### src/design/dpars_pkg.sv
// Constants and carrier types for the phase-aligned receive channel
package dpars_pkg;
  localparam int        PHASE_COUNT   = 8;
  localparam int        PHASE_BITS    = 3;
  localparam int        PHASE_HALF    = 4;
  localparam int        PERIOD_BITS   = 9;
  localparam int        FIFO_DEPTH    = 4;
  localparam int        FIFO_PTR_BITS = 2;
  localparam int        FIFO_READ_LAG = 2;
  localparam int        LOCK_COUNT    = 16;
  localparam int        LOCK_BITS     = 5;
  localparam int        TRAIN_REPEAT  = 256;
  localparam int        FACTOR_DEF    = 8;
  localparam int        FACTOR_ALT    = 10;
  localparam logic      RESET_BIT     = 1'b0;

  typedef struct packed {
    logic                  locked;
    logic [PHASE_BITS-1:0] phase;
  } dpars_status_s;
endpackage

### src/design/dpars_fifo_mem.sv
// Four-entry word store with registered read data
`timescale 1ns/1ps
`default_nettype none
module dpars_fifo_mem
  import dpars_pkg::*;
#(
  parameter int WIDTH = FACTOR_DEF
)(
  // Clock
  input  wire logic                     core_clk_in,
  // Write side
  input  wire logic                     wr_strobe_in,
  input  wire logic [FIFO_PTR_BITS-1:0] wr_addr_in,
  input  wire logic [WIDTH-1:0]         wr_data_in,
  // Read side
  input  wire logic [FIFO_PTR_BITS-1:0] rd_addr_in,
  output logic      [WIDTH-1:0]         rd_data_out
);
  logic [WIDTH-1:0] mem [FIFO_DEPTH];

  // No reset on storage; the first reads at addresses 0 and 1 after reset return unwritten words, the pointer lag covers the rest
  always_ff @(posedge core_clk_in)
  begin
    if (wr_strobe_in)
    begin
      mem[wr_addr_in] <= wr_data_in;
    end
    rd_data_out <= mem[rd_addr_in];
  end
endmodule
`default_nettype wire

### src/design/dpars_channel.sv
// Receive channel: phase selection, deserializer, synchronizer, realigner
`timescale 1ns/1ps
`default_nettype none
module dpars_channel
  import dpars_pkg::*;
#(
  parameter int J = FACTOR_DEF
)(
  // Clock and reset
  input  wire logic          core_clk_in,
  input  wire logic          reset_n_in,
  // Link pins
  input  wire logic          link_clk_in,
  input  wire logic          link_data_in,
  // Fabric side
  input  wire logic          shared_fabric_clock_in,
  input  wire logic          realign_req_in,
  output logic [J-1:0]       word_data_out,
  output logic               word_valid_out,
  output var dpars_status_s  status_out
);
  // Refuse any factor other than the two the package defines, 8 and 10
  if (J != FACTOR_DEF && J != FACTOR_ALT)
  begin : g_bad_factor
    $error("Deserialization factor must be 8 or 10");
  end

  function automatic logic [J-1:0] slip_window(input logic [J-1:0] later,
                                                input logic [J-1:0] earlier,
                                                input logic [3:0]   k);
    logic [2*J-1:0] both;
    both = {later, earlier} << k;
    return both[2*J-1 -: J];
  endfunction

  // Two-stage synchronisers for every pin, third stage for edge finding
  logic [2:0] lclk_sync;
  logic [2:0] data_sync;
  logic [2:0] fclk_sync;
  logic [2:0] req_sync;

  always_ff @(posedge core_clk_in or negedge reset_n_in)
  begin
    if (!reset_n_in)
    begin
      lclk_sync <= '0;
      data_sync <= '0;
      fclk_sync <= '0;
      req_sync  <= '0;
    end
    else
    begin
      lclk_sync <= {lclk_sync[1:0], link_clk_in};
      data_sync <= {data_sync[1:0], link_data_in};
      fclk_sync <= {fclk_sync[1:0], shared_fabric_clock_in};
      req_sync  <= {req_sync[1:0], realign_req_in};
    end
  end

  wire link_edge  = lclk_sync[1] & ~lclk_sync[2];
  wire data_trans = data_sync[1] ^ data_sync[2];
  wire data_bit   = data_sync[1];
  wire fab_tick   = fclk_sync[1] & ~fclk_sync[2];
  wire req_level  = req_sync[1];

  // Bit period measured in core cycles, split into eight bins
  logic [PERIOD_BITS-1:0] period_cnt;
  logic [PERIOD_BITS-1:0] period;
  logic [PERIOD_BITS-1:0] acc;
  logic [PHASE_BITS-1:0]  bin;
  logic [PHASE_BITS-1:0]  sel;
  logic                   locked;
  logic [LOCK_BITS-1:0]   lock_cnt;

  wire [PERIOD_BITS-1:0] acc_step  = acc + PERIOD_BITS'(PHASE_COUNT);
  wire                   bin_cross = (acc_step >= period) && (bin != PHASE_BITS'(PHASE_COUNT-1));
  wire [PHASE_BITS-1:0]  next_bin  = link_edge ? '0 : (bin_cross ? bin + 1'b1 : bin);
  wire [PERIOD_BITS-1:0] next_acc  = link_edge ? '0 : (bin_cross ? acc_step - period : acc_step);
  wire                   sample_now = (next_bin == sel) && (next_bin != bin || link_edge);

  // Best sample point sits half a bit away from where data toggles
  wire [PHASE_BITS-1:0]  target    = bin + PHASE_BITS'(PHASE_HALF);
  wire [PHASE_BITS-1:0]  phase_err = target - sel;
  wire                   near_lock = (phase_err == 3'h0) || (phase_err == 3'h1) ||
                                     (phase_err == 3'h7);
  wire [PHASE_BITS-1:0]  next_sel  = !data_trans ? sel :
                                     (phase_err == 3'h0) ? sel :
                                     (phase_err < 3'h4) ? sel + 1'b1 : sel - 1'b1;

  always_ff @(posedge core_clk_in or negedge reset_n_in)
  begin
    if (!reset_n_in)
    begin
      period_cnt <= '0;
      period     <= '1;
      acc        <= '0;
      bin        <= '0;
      sel        <= '0;
      locked     <= 1'b0;
      lock_cnt   <= '0;
    end
    else
    begin
      period_cnt <= link_edge ? PERIOD_BITS'(1) : period_cnt + 1'b1;
      if (link_edge && period_cnt != '0)
        period <= period_cnt;
      acc <= next_acc;
      bin <= next_bin;
      sel <= next_sel;
      // Lock is declared after enough steady transitions of any pattern
      if (data_trans && !locked)
        lock_cnt <= near_lock ? lock_cnt + 1'b1 : '0;
      if (lock_cnt == LOCK_BITS'(LOCK_COUNT))
        locked <= 1'b1;
    end
  end

  // Deserializer; word boundary is arbitrary until slipped
  logic [J-1:0] shift;
  logic [3:0]   bit_cnt;
  logic         word_strobe;
  logic [J-1:0] word_cap;
  logic [FIFO_PTR_BITS-1:0] wr_ptr;
  logic [FIFO_PTR_BITS-1:0] rd_ptr;

  wire [J-1:0] next_shift = {shift[J-2:0], data_bit};
  wire         word_done  = sample_now && (bit_cnt == 4'(J-1));

  always_ff @(posedge core_clk_in or negedge reset_n_in)
  begin
    if (!reset_n_in)
    begin
      shift       <= '0;
      bit_cnt     <= '0;
      word_strobe <= 1'b0;
      word_cap    <= '0;
      wr_ptr      <= FIFO_PTR_BITS'(FIFO_READ_LAG);
      rd_ptr      <= '0;
    end
    else
    begin
      word_strobe <= word_done;
      if (sample_now)
      begin
        shift   <= next_shift;
        bit_cnt <= word_done ? '0 : bit_cnt + 1'b1;
      end
      if (word_done)
        word_cap <= next_shift;
      // Pointers run free with no flags; frequency lock keeps the lag
      if (word_strobe)
        wr_ptr <= wr_ptr + 1'b1;
      if (fab_tick)
        rd_ptr <= rd_ptr + 1'b1;
    end
  end

  logic [J-1:0] fifo_word;

  dpars_fifo_mem #(
    .WIDTH (J)
  ) u_mem (
    .core_clk_in  (core_clk_in),
    .wr_strobe_in (word_strobe),
    .wr_addr_in   (wr_ptr),
    .wr_data_in   (word_cap),
    .rd_addr_in   (rd_ptr),
    .rd_data_out  (fifo_word)
  );

  // Realigner on shared clock ticks; always in path
  logic [J-1:0] stage2;
  logic [J-1:0] stage3;
  logic [3:0]   slip;
  logic         req_prev;

  wire       req_rise  = req_level && !req_prev;
  wire       slip_wrap = req_rise && (slip == 4'(J-1));
  wire [3:0] next_slip = slip_wrap ? '0 : (req_rise ? slip + 1'b1 : slip);

  always_ff @(posedge core_clk_in or negedge reset_n_in)
  begin
    if (!reset_n_in)
    begin
      stage2         <= '0;
      stage3         <= '0;
      slip           <= '0;
      req_prev       <= 1'b0;
      word_data_out  <= '0;
      word_valid_out <= 1'b0;
      status_out     <= '0;
    end
    else
    begin
      status_out <= '{locked: locked, phase: sel};
      word_valid_out <= 1'b0;
      if (fab_tick)
      begin
        req_prev       <= req_level;
        stage2         <= fifo_word;
        stage3         <= stage2;
        slip           <= next_slip;
        word_data_out  <= slip_window(stage3, stage2, slip);
        word_valid_out <= !slip_wrap;
      end
    end
  end

  // Phase moves by at most one bin per cycle
  phase_step_a: assert property (@(posedge core_clk_in) disable iff (!reset_n_in)
    (sel == $past(sel)) || (sel == $past(sel) + 3'h1) || (sel == $past(sel) - 3'h1))
    else $error("Phase select jumped more than one bin");

  // Phase only moves on a data transition
  phase_cause_a: assert property (@(posedge core_clk_in) disable iff (!reset_n_in)
    !data_trans |=> $stable(sel))
    else $error("Phase moved without a transition");

  lock_hold_a: assert property (@(posedge core_clk_in) disable iff (!reset_n_in)
    locked |=> locked [*4])
    else $error("Lock was lost");

  slip_range_a: assert property (@(posedge core_clk_in) disable iff (!reset_n_in)
    slip < 4'(J))
    else $error("Slip count out of range");

  slip_step_a: assert property (@(posedge core_clk_in) disable iff (!reset_n_in)
    (fab_tick && req_rise && slip != 4'(J-1)) |=> (slip == $past(slip) + 4'h1))
    else $error("Request edge did not slip one bit");

  no_slip_a: assert property (@(posedge core_clk_in) disable iff (!reset_n_in)
    (fab_tick && !req_rise) |=> $stable(slip) ##1 word_valid_out == 1'b0)
    else $error("Slip changed without a request edge");

  wrap_valid_a: assert property (@(posedge core_clk_in) disable iff (!reset_n_in)
    (fab_tick && slip_wrap) |=> (slip == 4'h0) && !word_valid_out)
    else $error("Wrap did not drop the valid word");

  valid_tick_a: assert property (@(posedge core_clk_in) disable iff (!reset_n_in)
    word_valid_out |-> $past(fab_tick))
    else $error("Word delivered off the shared clock");

  wrptr_cause_a: assert property (@(posedge core_clk_in) disable iff (!reset_n_in)
    !word_strobe |=> $stable(wr_ptr))
    else $error("Write pointer moved without a word");

  zero_slip_a: assert property (@(posedge core_clk_in) disable iff (!reset_n_in)
    (fab_tick && slip == 4'h0) |=> word_data_out == $past(stage3))
    else $error("Zero slip did not pass later register");
endmodule
`default_nettype wire

### config.mk
export PLATFORM = sky130hd
export DESIGN_NAME = dpars_channel
export DESIGN_NICKNAME = d
export VERILOG_FILES = /design/src/design/dpars_pkg.sv /design/src/design/dpars_fifo_mem.sv /design/src/design/dpars_channel.sv
export SDC_FILE = /design/constraint.sdc
export NUM_CORES = 1
export LEC_CHECK = 0
export ABC_AREA = 1
export BUFFER_PORTS_ARGS = -buffer_cell sky130_fd_sc_hd__buf_2
export CORE_AREA = 2 2 127 129
export DETAILED_ROUTE_END_ITERATION = 7
export DIE_AREA = 0 0 129 131
export SETUP_SLACK_MARGIN = 0.05
export SYNTH_ARGS = -nofsm -noshare
export SYNTH_HDL_FRONTEND = slang
export SYNTH_SLANG_ARGS = --single-unit
### constraint.sdc
create_clock -name core_clk_in -period 3.15 [get_ports core_clk_in]
set_input_delay 0.315 -clock core_clk_in [delete_from_list [all_inputs] [get_ports core_clk_in]]
set_output_delay 0.315 -clock core_clk_in [all_outputs]
set_load 0.01 [all_outputs]
; ---- Word level (Yosys, flattened, before mapping)
; Memory sizes are Yosys's and may differ from the RTL's. A register that Yosys moved wholly into a read port is not among the register bits.
; Index checks and enable logic that the tools add are counted.
[word_totals]
wordCells = 87
mem_bits_rw = 32
n_memories = 1
reg_bits = 108
out_inout_bits = 13
input_bits = 6
[op_classes]
bitwise_logic = 6
shifts = 1
reduce_logical = 18
add_sub_neg = 13
mux = 13
magnitude_cmp = 2
n_eq_ne = 8
[mem_list]
columns = memory, words, width, rd, rd_ports_with_merged_regs, wr, line
row1 = u_mem.mem, 4, 8, 1, 1, 1, dpars_fifo_mem.sv:19  ; logic [WIDTH-1:0] mem [FIFO_DEPTH];
[ops]
columns = cell, count
row1 = 2-to-1 mux 9 bit, 3
row2 = left shift 16 x 4 -> 16 bit, 1
row3 = 2-to-1 mux 4 bit, 3
row4 = adder 9 x 1 -> 9 bit (second input constant), 1
row5 = adder 9 x 4 -> 9 bit (second input constant), 1
row6 = >= comparator 9 bit, 1
row7 = 2-to-1 mux 3 bit, 3
row8 = nonzero test 9 bit, 1
row9 = subtractor 9 bit, 1
row10 = adder 4 x 1 -> 4 bit (second input constant), 2
row11 = == test 4 x 3 -> 1 bit (second input constant), 2
row12 = logical AND 1 bit, 7
row13 = adder 3 x 1 -> 3 bit (second input constant), 2
row14 = adder 5 x 1 -> 5 bit (second input constant), 1
row15 = == test 5 bit (second input constant), 1
row16 = 2-to-1 mux 5 bit, 1
row17 = adder 2 x 1 -> 2 bit (second input constant), 2
row18 = AND reduction 2 bit, 2
row19 = adder 3 bit (second input constant), 1
row20 = == test 3 x 1 -> 1 bit (second input constant), 1
row21 = == test 3 bit, 1
row22 = == test 3 bit (second input constant), 1
row23 = logical NOT 1 bit, 3
row24 = logical NOT 3 bit, 1
row25 = other kinds (11), 18

; ---- Depth between registers and ports, before layout
[logic_depth]
ltp_word = 10
ltp_mapped = 19
ltp_nobuf = 18

; ---- Hierarchy
; Synthesis repeated with hierarchy kept, for this count alone.
[hier_totals]
cells_unflattened = 765
area_unflattened_um2 = 7020.5
[modules_own_cells]
columns = module, cells_per_inst, instances, area_each_um2, seq_area_each_um2
row1 = dpars_channel, 624, 1, 5472.7, 2715.1
row2 = dpars_fifo_mem, 141, 1, 1547.7, 1121.1

; ---- Worst setup path after synthesis
; Ideal clock, no wire load.
[synth_timing]
kind = register to register
startpoint = reg acc[3]
endpoint = reg word_cap[0]
stages_incl_launch_ff = 19
slack_ps = 523
n_path_buf = 1
t_required_ps = 3033
setup_ps = 117
t_arrival_ps = 2510
synth_period_minus_slack_ps = 2627
path_cell_list = dfrtp_1 ha_1 nand3_1 xor2_1 inv_1 ha_1 nand2_1 inv_1 a21oi_2 nand4_4 nand2_4 nand3_1 nand3_1 nand2_1 nor2_1 buf_4 nand3_4 nand2_1 nand2_1
[synth_via]
elab_chain_len = 9
word_cells_on_any_way = 10
cone_classes = 1 x add/sub / 1 x order compare / 2 x eq/ne / 2 x mux / 4 x reduce/logical
[synth_rtl]
columns = item, line
row1 = "start, declared", dpars_channel.sv:69  ; logic [PERIOD_BITS-1:0] acc;
row2 = "start signal, assigned", dpars_channel.sv:107  ; acc <= next_acc;
row3 = adder 9 x 4 -> 9 bit (*), dpars_channel.sv:75  ; wire [PERIOD_BITS-1:0] acc_step = acc + PERIOD_BITS'(PHASE_COUNT);
row4 = >= comparator 9 bit (*), dpars_channel.sv:76  ; wire bin_cross = (acc_step >= period) && (bin != PHASE_BITS'(PHASE_COUNT-1));
row5 = logical AND 1 bit (*), dpars_channel.sv:76
row6 = 2-to-1 mux 3 bit (*) (2 in a row), dpars_channel.sv:77  ; wire [PHASE_BITS-1:0] next_bin = link_edge ? '0 : (bin_cross ? bin + 1'b1 : bin);
row7 = inequality test 3 bit, dpars_channel.sv:79  ; wire sample_now = (next_bin == sel) && (next_bin != bin || link_edge);
row8 = logical OR 1 bit, dpars_channel.sv:79
row9 = logical AND 1 bit (*), dpars_channel.sv:79
row10 = logical AND 1 bit (*), dpars_channel.sv:127  ; wire word_done = sample_now && (bit_cnt == 4'(J-1));
row11 = "end signal, assigned", dpars_channel.sv:149  ; word_cap <= next_shift;
row12 = "end, declared", dpars_channel.sv:122  ; logic [J-1:0] word_cap;
; Every way passes the cells marked *; elsewhere a longest branch is shown, timed or not.
; A chain may end at the register's enable or synchronous reset.

; ---- Worst setup path in the final report
[layout_timing]
startpoint = reg acc[3]
endpoint = reg bit_cnt[3]
[layout_via]
elab_chain_len = 10
word_cells_on_any_way = 11
cone_classes = 1 x add/sub / 1 x order compare / 2 x eq/ne / 3 x mux / 4 x reduce/logical
[layout_rtl]
columns = item, line
row1 = adder 9 x 4 -> 9 bit (*), dpars_channel.sv:75
row2 = >= comparator 9 bit (*), dpars_channel.sv:76
row3 = logical AND 1 bit (*), dpars_channel.sv:76
row4 = 2-to-1 mux 3 bit (*) (2 in a row), dpars_channel.sv:77
row5 = inequality test 3 bit, dpars_channel.sv:79
row6 = logical OR 1 bit, dpars_channel.sv:79
row7 = logical AND 1 bit (*), dpars_channel.sv:79
row8 = logical AND 1 bit, dpars_channel.sv:127
row9 = 2-to-1 mux 4 bit, dpars_channel.sv:146  ; bit_cnt <= word_done ? '0 : bit_cnt + 1'b1;
row10 = "end signal, assigned", dpars_channel.sv:146
row11 = "end, declared", dpars_channel.sv:120  ; logic [3:0] bit_cnt;
; Marks and branches as above.

==> results.cfg <==
[status]
status = finished, final reports clean

[power_and_ir_drop]
comb_power_share = 0.425
p_int_mw = 5.18
clockPowerShare = 0.232
p_seq_frac = 0.343
vdd_drop_max_v = 0.000595
p_leak_nw = 3.57
swShare = 0.394
power_density_nw_per_um2 = 1080
power.switching_mw = 3.38

[cells_and_area]
nets = 787
drive_above_1_share = 0.120
nFillCells = 1423
area_delta_synth_final_pct = 15.1
num_antenna_cells = 0
multi_input_area_sq_um = 2640
seqCellArea_sq_um = 3840
postLayoutCellArea_sq_um = 7930

[cts]
insertion_delay_ns = 0.42
h-tree-depth = 4
clk_pin_slew_worst_paths_ns = 0.06
cts_tree = done
clockBufferDepth = 2
cts_sinks = 148
cts_root_buf = clkbuf_16
cts_made_buffers = 17

[logic_synthesis]
synth.yosys.warnings = 0
synth.yosys.seq_area_share = 0.557
synth-async-reset-ratio = 0.730
syn_inst = 724
synth.ff_latch_count = 148
ys_types = 48
synthesis.area_sq_um = 6890
syn_area_per_cell_sq_um = 9.51
synth_nets = 757
ys.flop_type = dfrtp_1
synth_edf_count = 32

[die]
pin_count = 19
die_w_microns = 129
rows = 46
start_util = 0.441
die_y_microns = 131
coreArea_sq_um = 15600
die_area_sq_um = 16900

[worst_setup_path]
cp_data_arrival_time_ns = 3.19
crit_path_max_incr_delay_ns = 0.40
crit_fanout = 8
crit_type = reg -> reg
end_kind = flip-flop
critPathTopFamily = simple AND/OR/NAND/NOR gates
crit_path_start_kind = flip-flop
crit_required_ns = 3.46
path_common_cell = nand2_1
crit_chain = ha_1, nand3_1, xor2_1, inv_1, ha_4, nand2_1, nor2_2, nand3_1, nand4_4, nand2_4, inv_4, nor2_4, nand2_1, nand2_1, nor2_4, buf_4, nand2_2, nand2_1, nand2_1
cp_num_buf_inv = 3
crit_path_top_delay_cell = dfrtp_1

[routing]
viasPerCell = 5.00
wl_per_cell_microns = 13.8
firstDrtPassIters = 5
drc = 0
drtIter0Drc = 362
vias = 4908
routed_wl_microns = 13600
ant_nets = 0

[global_route]
grt-ovfl-total = 0
grt_pass1_vias = 4813
grt_pass1_wl_microns = 23200
antenna_found_initial = 0
grt_max_degree = 68
track_usage = 0.174

[timing]
fin_crit_sh = 0.913
tightest_slew_ns = 0.869
holdWs_ns = 0.347
final-max-slew-violation-count = 0
finalSetupTns_ns = 0
finalHoldViolations = 0
slew_headroom = 0.417
final.setup_skew_ns = 0.00564
fin_crit_ns = 2.88
grt_setup_unrepaired = false
finalSetupViolCount = 0
fmax_mhz = 348

[placement]
port_buffers = 18
dpl_cell_area_sq_um = 7190
place_congestion = 0.925
dp_hpwl_microns = 9210

[min_path]
hold_path.class = reg -> reg

[job]
drv_cap = 0
[sequential cells by signal, summed over array words and instances (netlist names), 8 cells and up]
name and cells:
u_mem.mem 32, stage2 8, period_cnt 9, acc 9, word_data_out 8, word_cap 8
u_mem.rd_data_out 8, period 9, stage3 8
[metal layers]
metal | routed length (microns) | vias to the layer above | global-route usage
met2 | 6490 | 76 | 0.286
met1 | 6510 | 2354 | 0.228
li1 | - | 2464 | -
met4 | 166 | 0 | 0.0633
met5 | 0 | - | 0
met3 | 405 | 14 | 0.0419
[cell usage after synthesis, drive strengths merged, types with 2 or more instances]
master	n	share of area
or2	2	0.0018
xnor2	9	0.011
buf	6	0.0075
inv	91	0.050
edfxtp	32	0.14
o22ai	15	0.014
xor2	17	0.022
fa	2	0.0058
dfstp	10	0.038
nand3	36	0.030
dfxtp	8	0.023
o22a	2	0.0025
o31ai	2	0.0022
ha	25	0.045
o21bai	2	0.0022
nand4	19	0.019
nand2	152	0.085
mux2i	4	0.0058
dfrtp	98	0.36
o21ai	81	0.059
nor2	52	0.032
a211oi	2	0.0022
nor3	10	0.0080
clkbuf	16	0.0087
a21oi	21	0.016
[layout make-up]
cell class,instances,area share
well taps,216,0.0341
flip-flops and latches,148,0.484
inverters,91,0.0434
clock inverters,8,0.0128
repair buffers,32,0.0328
clock buffers,23,0.0603
multi-input cells,464,0.332
[path summary, 6_finish.rpt]
kind | startpoint | end | cells past startpoint | slack [ns]
setup / recovery | acc[3] | bit_cnt[3] | 19 | 0.27
hold / removal | lclk_sync[0] | lclk_sync[1] | 0 | 0.35
setup reg to reg | acc[3] | bit_cnt[3] | 19 | 0.27
hold reg to reg | lclk_sync[0] | lclk_sync[1] | 0 | 0.35
max in group asynchronous | reset_n_in | wr_ptr[1] | 3 | 1.94
min in group asynchronous | reset_n_in | period_cnt[5] | 2 | 0.42
[cells in the final DEF, fill, tap and decap left out, drive strengths merged, types with 15 or more instances in the layout]
cell type / instances
nand3: 36
a21oi: 21
buf: 26
xor2: 17
edfxtp: 32
o21ai: 81
dfrtp: 98
nor2: 52
o22ai: 15
nand4: 19
nand2: 153
inv: 92
ha: 25
clkbuf: 24
[repair_timing]
| item | 4_1_cts | 5_1_grt |
|---|---|---|
| hold buffers | 5 | 0 |
| resized for setup | 1 | 8 |
| buffers inserted | 0 | 4 |
| endpoints found under the hold margin | 45 | 0 |
| gates cloned | 0 | 2 |
| setup endpoints to repair | 4 | 20 |
| pin swaps | 0 | 5 |
[power by group through the flow]
| stage | sequential [mW] | combinational, mW | clock (mW) |
|---|---|---|---|
| detailed placement | 2.97 | 3.30 | 0 |
| global route | 3.01 | 4.14 | 2.11 |
| finish | 2.94 | 3.64 | 1.98 |
| floorplan | 2.81 | 2.68 | 0 |
| CTS | 2.94 | 3.34 | 2.03 |
| global placement | 2.95 | 3.26 | 0 |
[through the flow]
step / setup WS (ns) / total power, mW / util / instances
2_1_floorplan: 0.523 / 5.49 / - / 724
3_3_place_gp: 0.120 / 6.20 / 0.461 / 940
3_5_place_dp: 0.0234 / 6.27 / 0.461 / 940
4_1_cts: 0.0814 / 8.31 / 0.502 / 976
5_1_grt: 0.0551 / 9.26 / 0.508 / 982
6_report: 0.275 / 8.56 / 0.508 / 982
[cell families after synthesis]
| family | synth area share |
|---|---|
| AND/OR/NAND/NOR | 0.179 |
| flip-flops | 0.557 |
| AO/OA/AOI/OAI | 0.107 |
| buffers and inverters | 0.0661 |
| adder cells (fa/ha/maj) | 0.0512 |
| XOR/XNOR | 0.0331 |
| multiplexers | 0.00582 |
(Power assumes the default switching activity.)
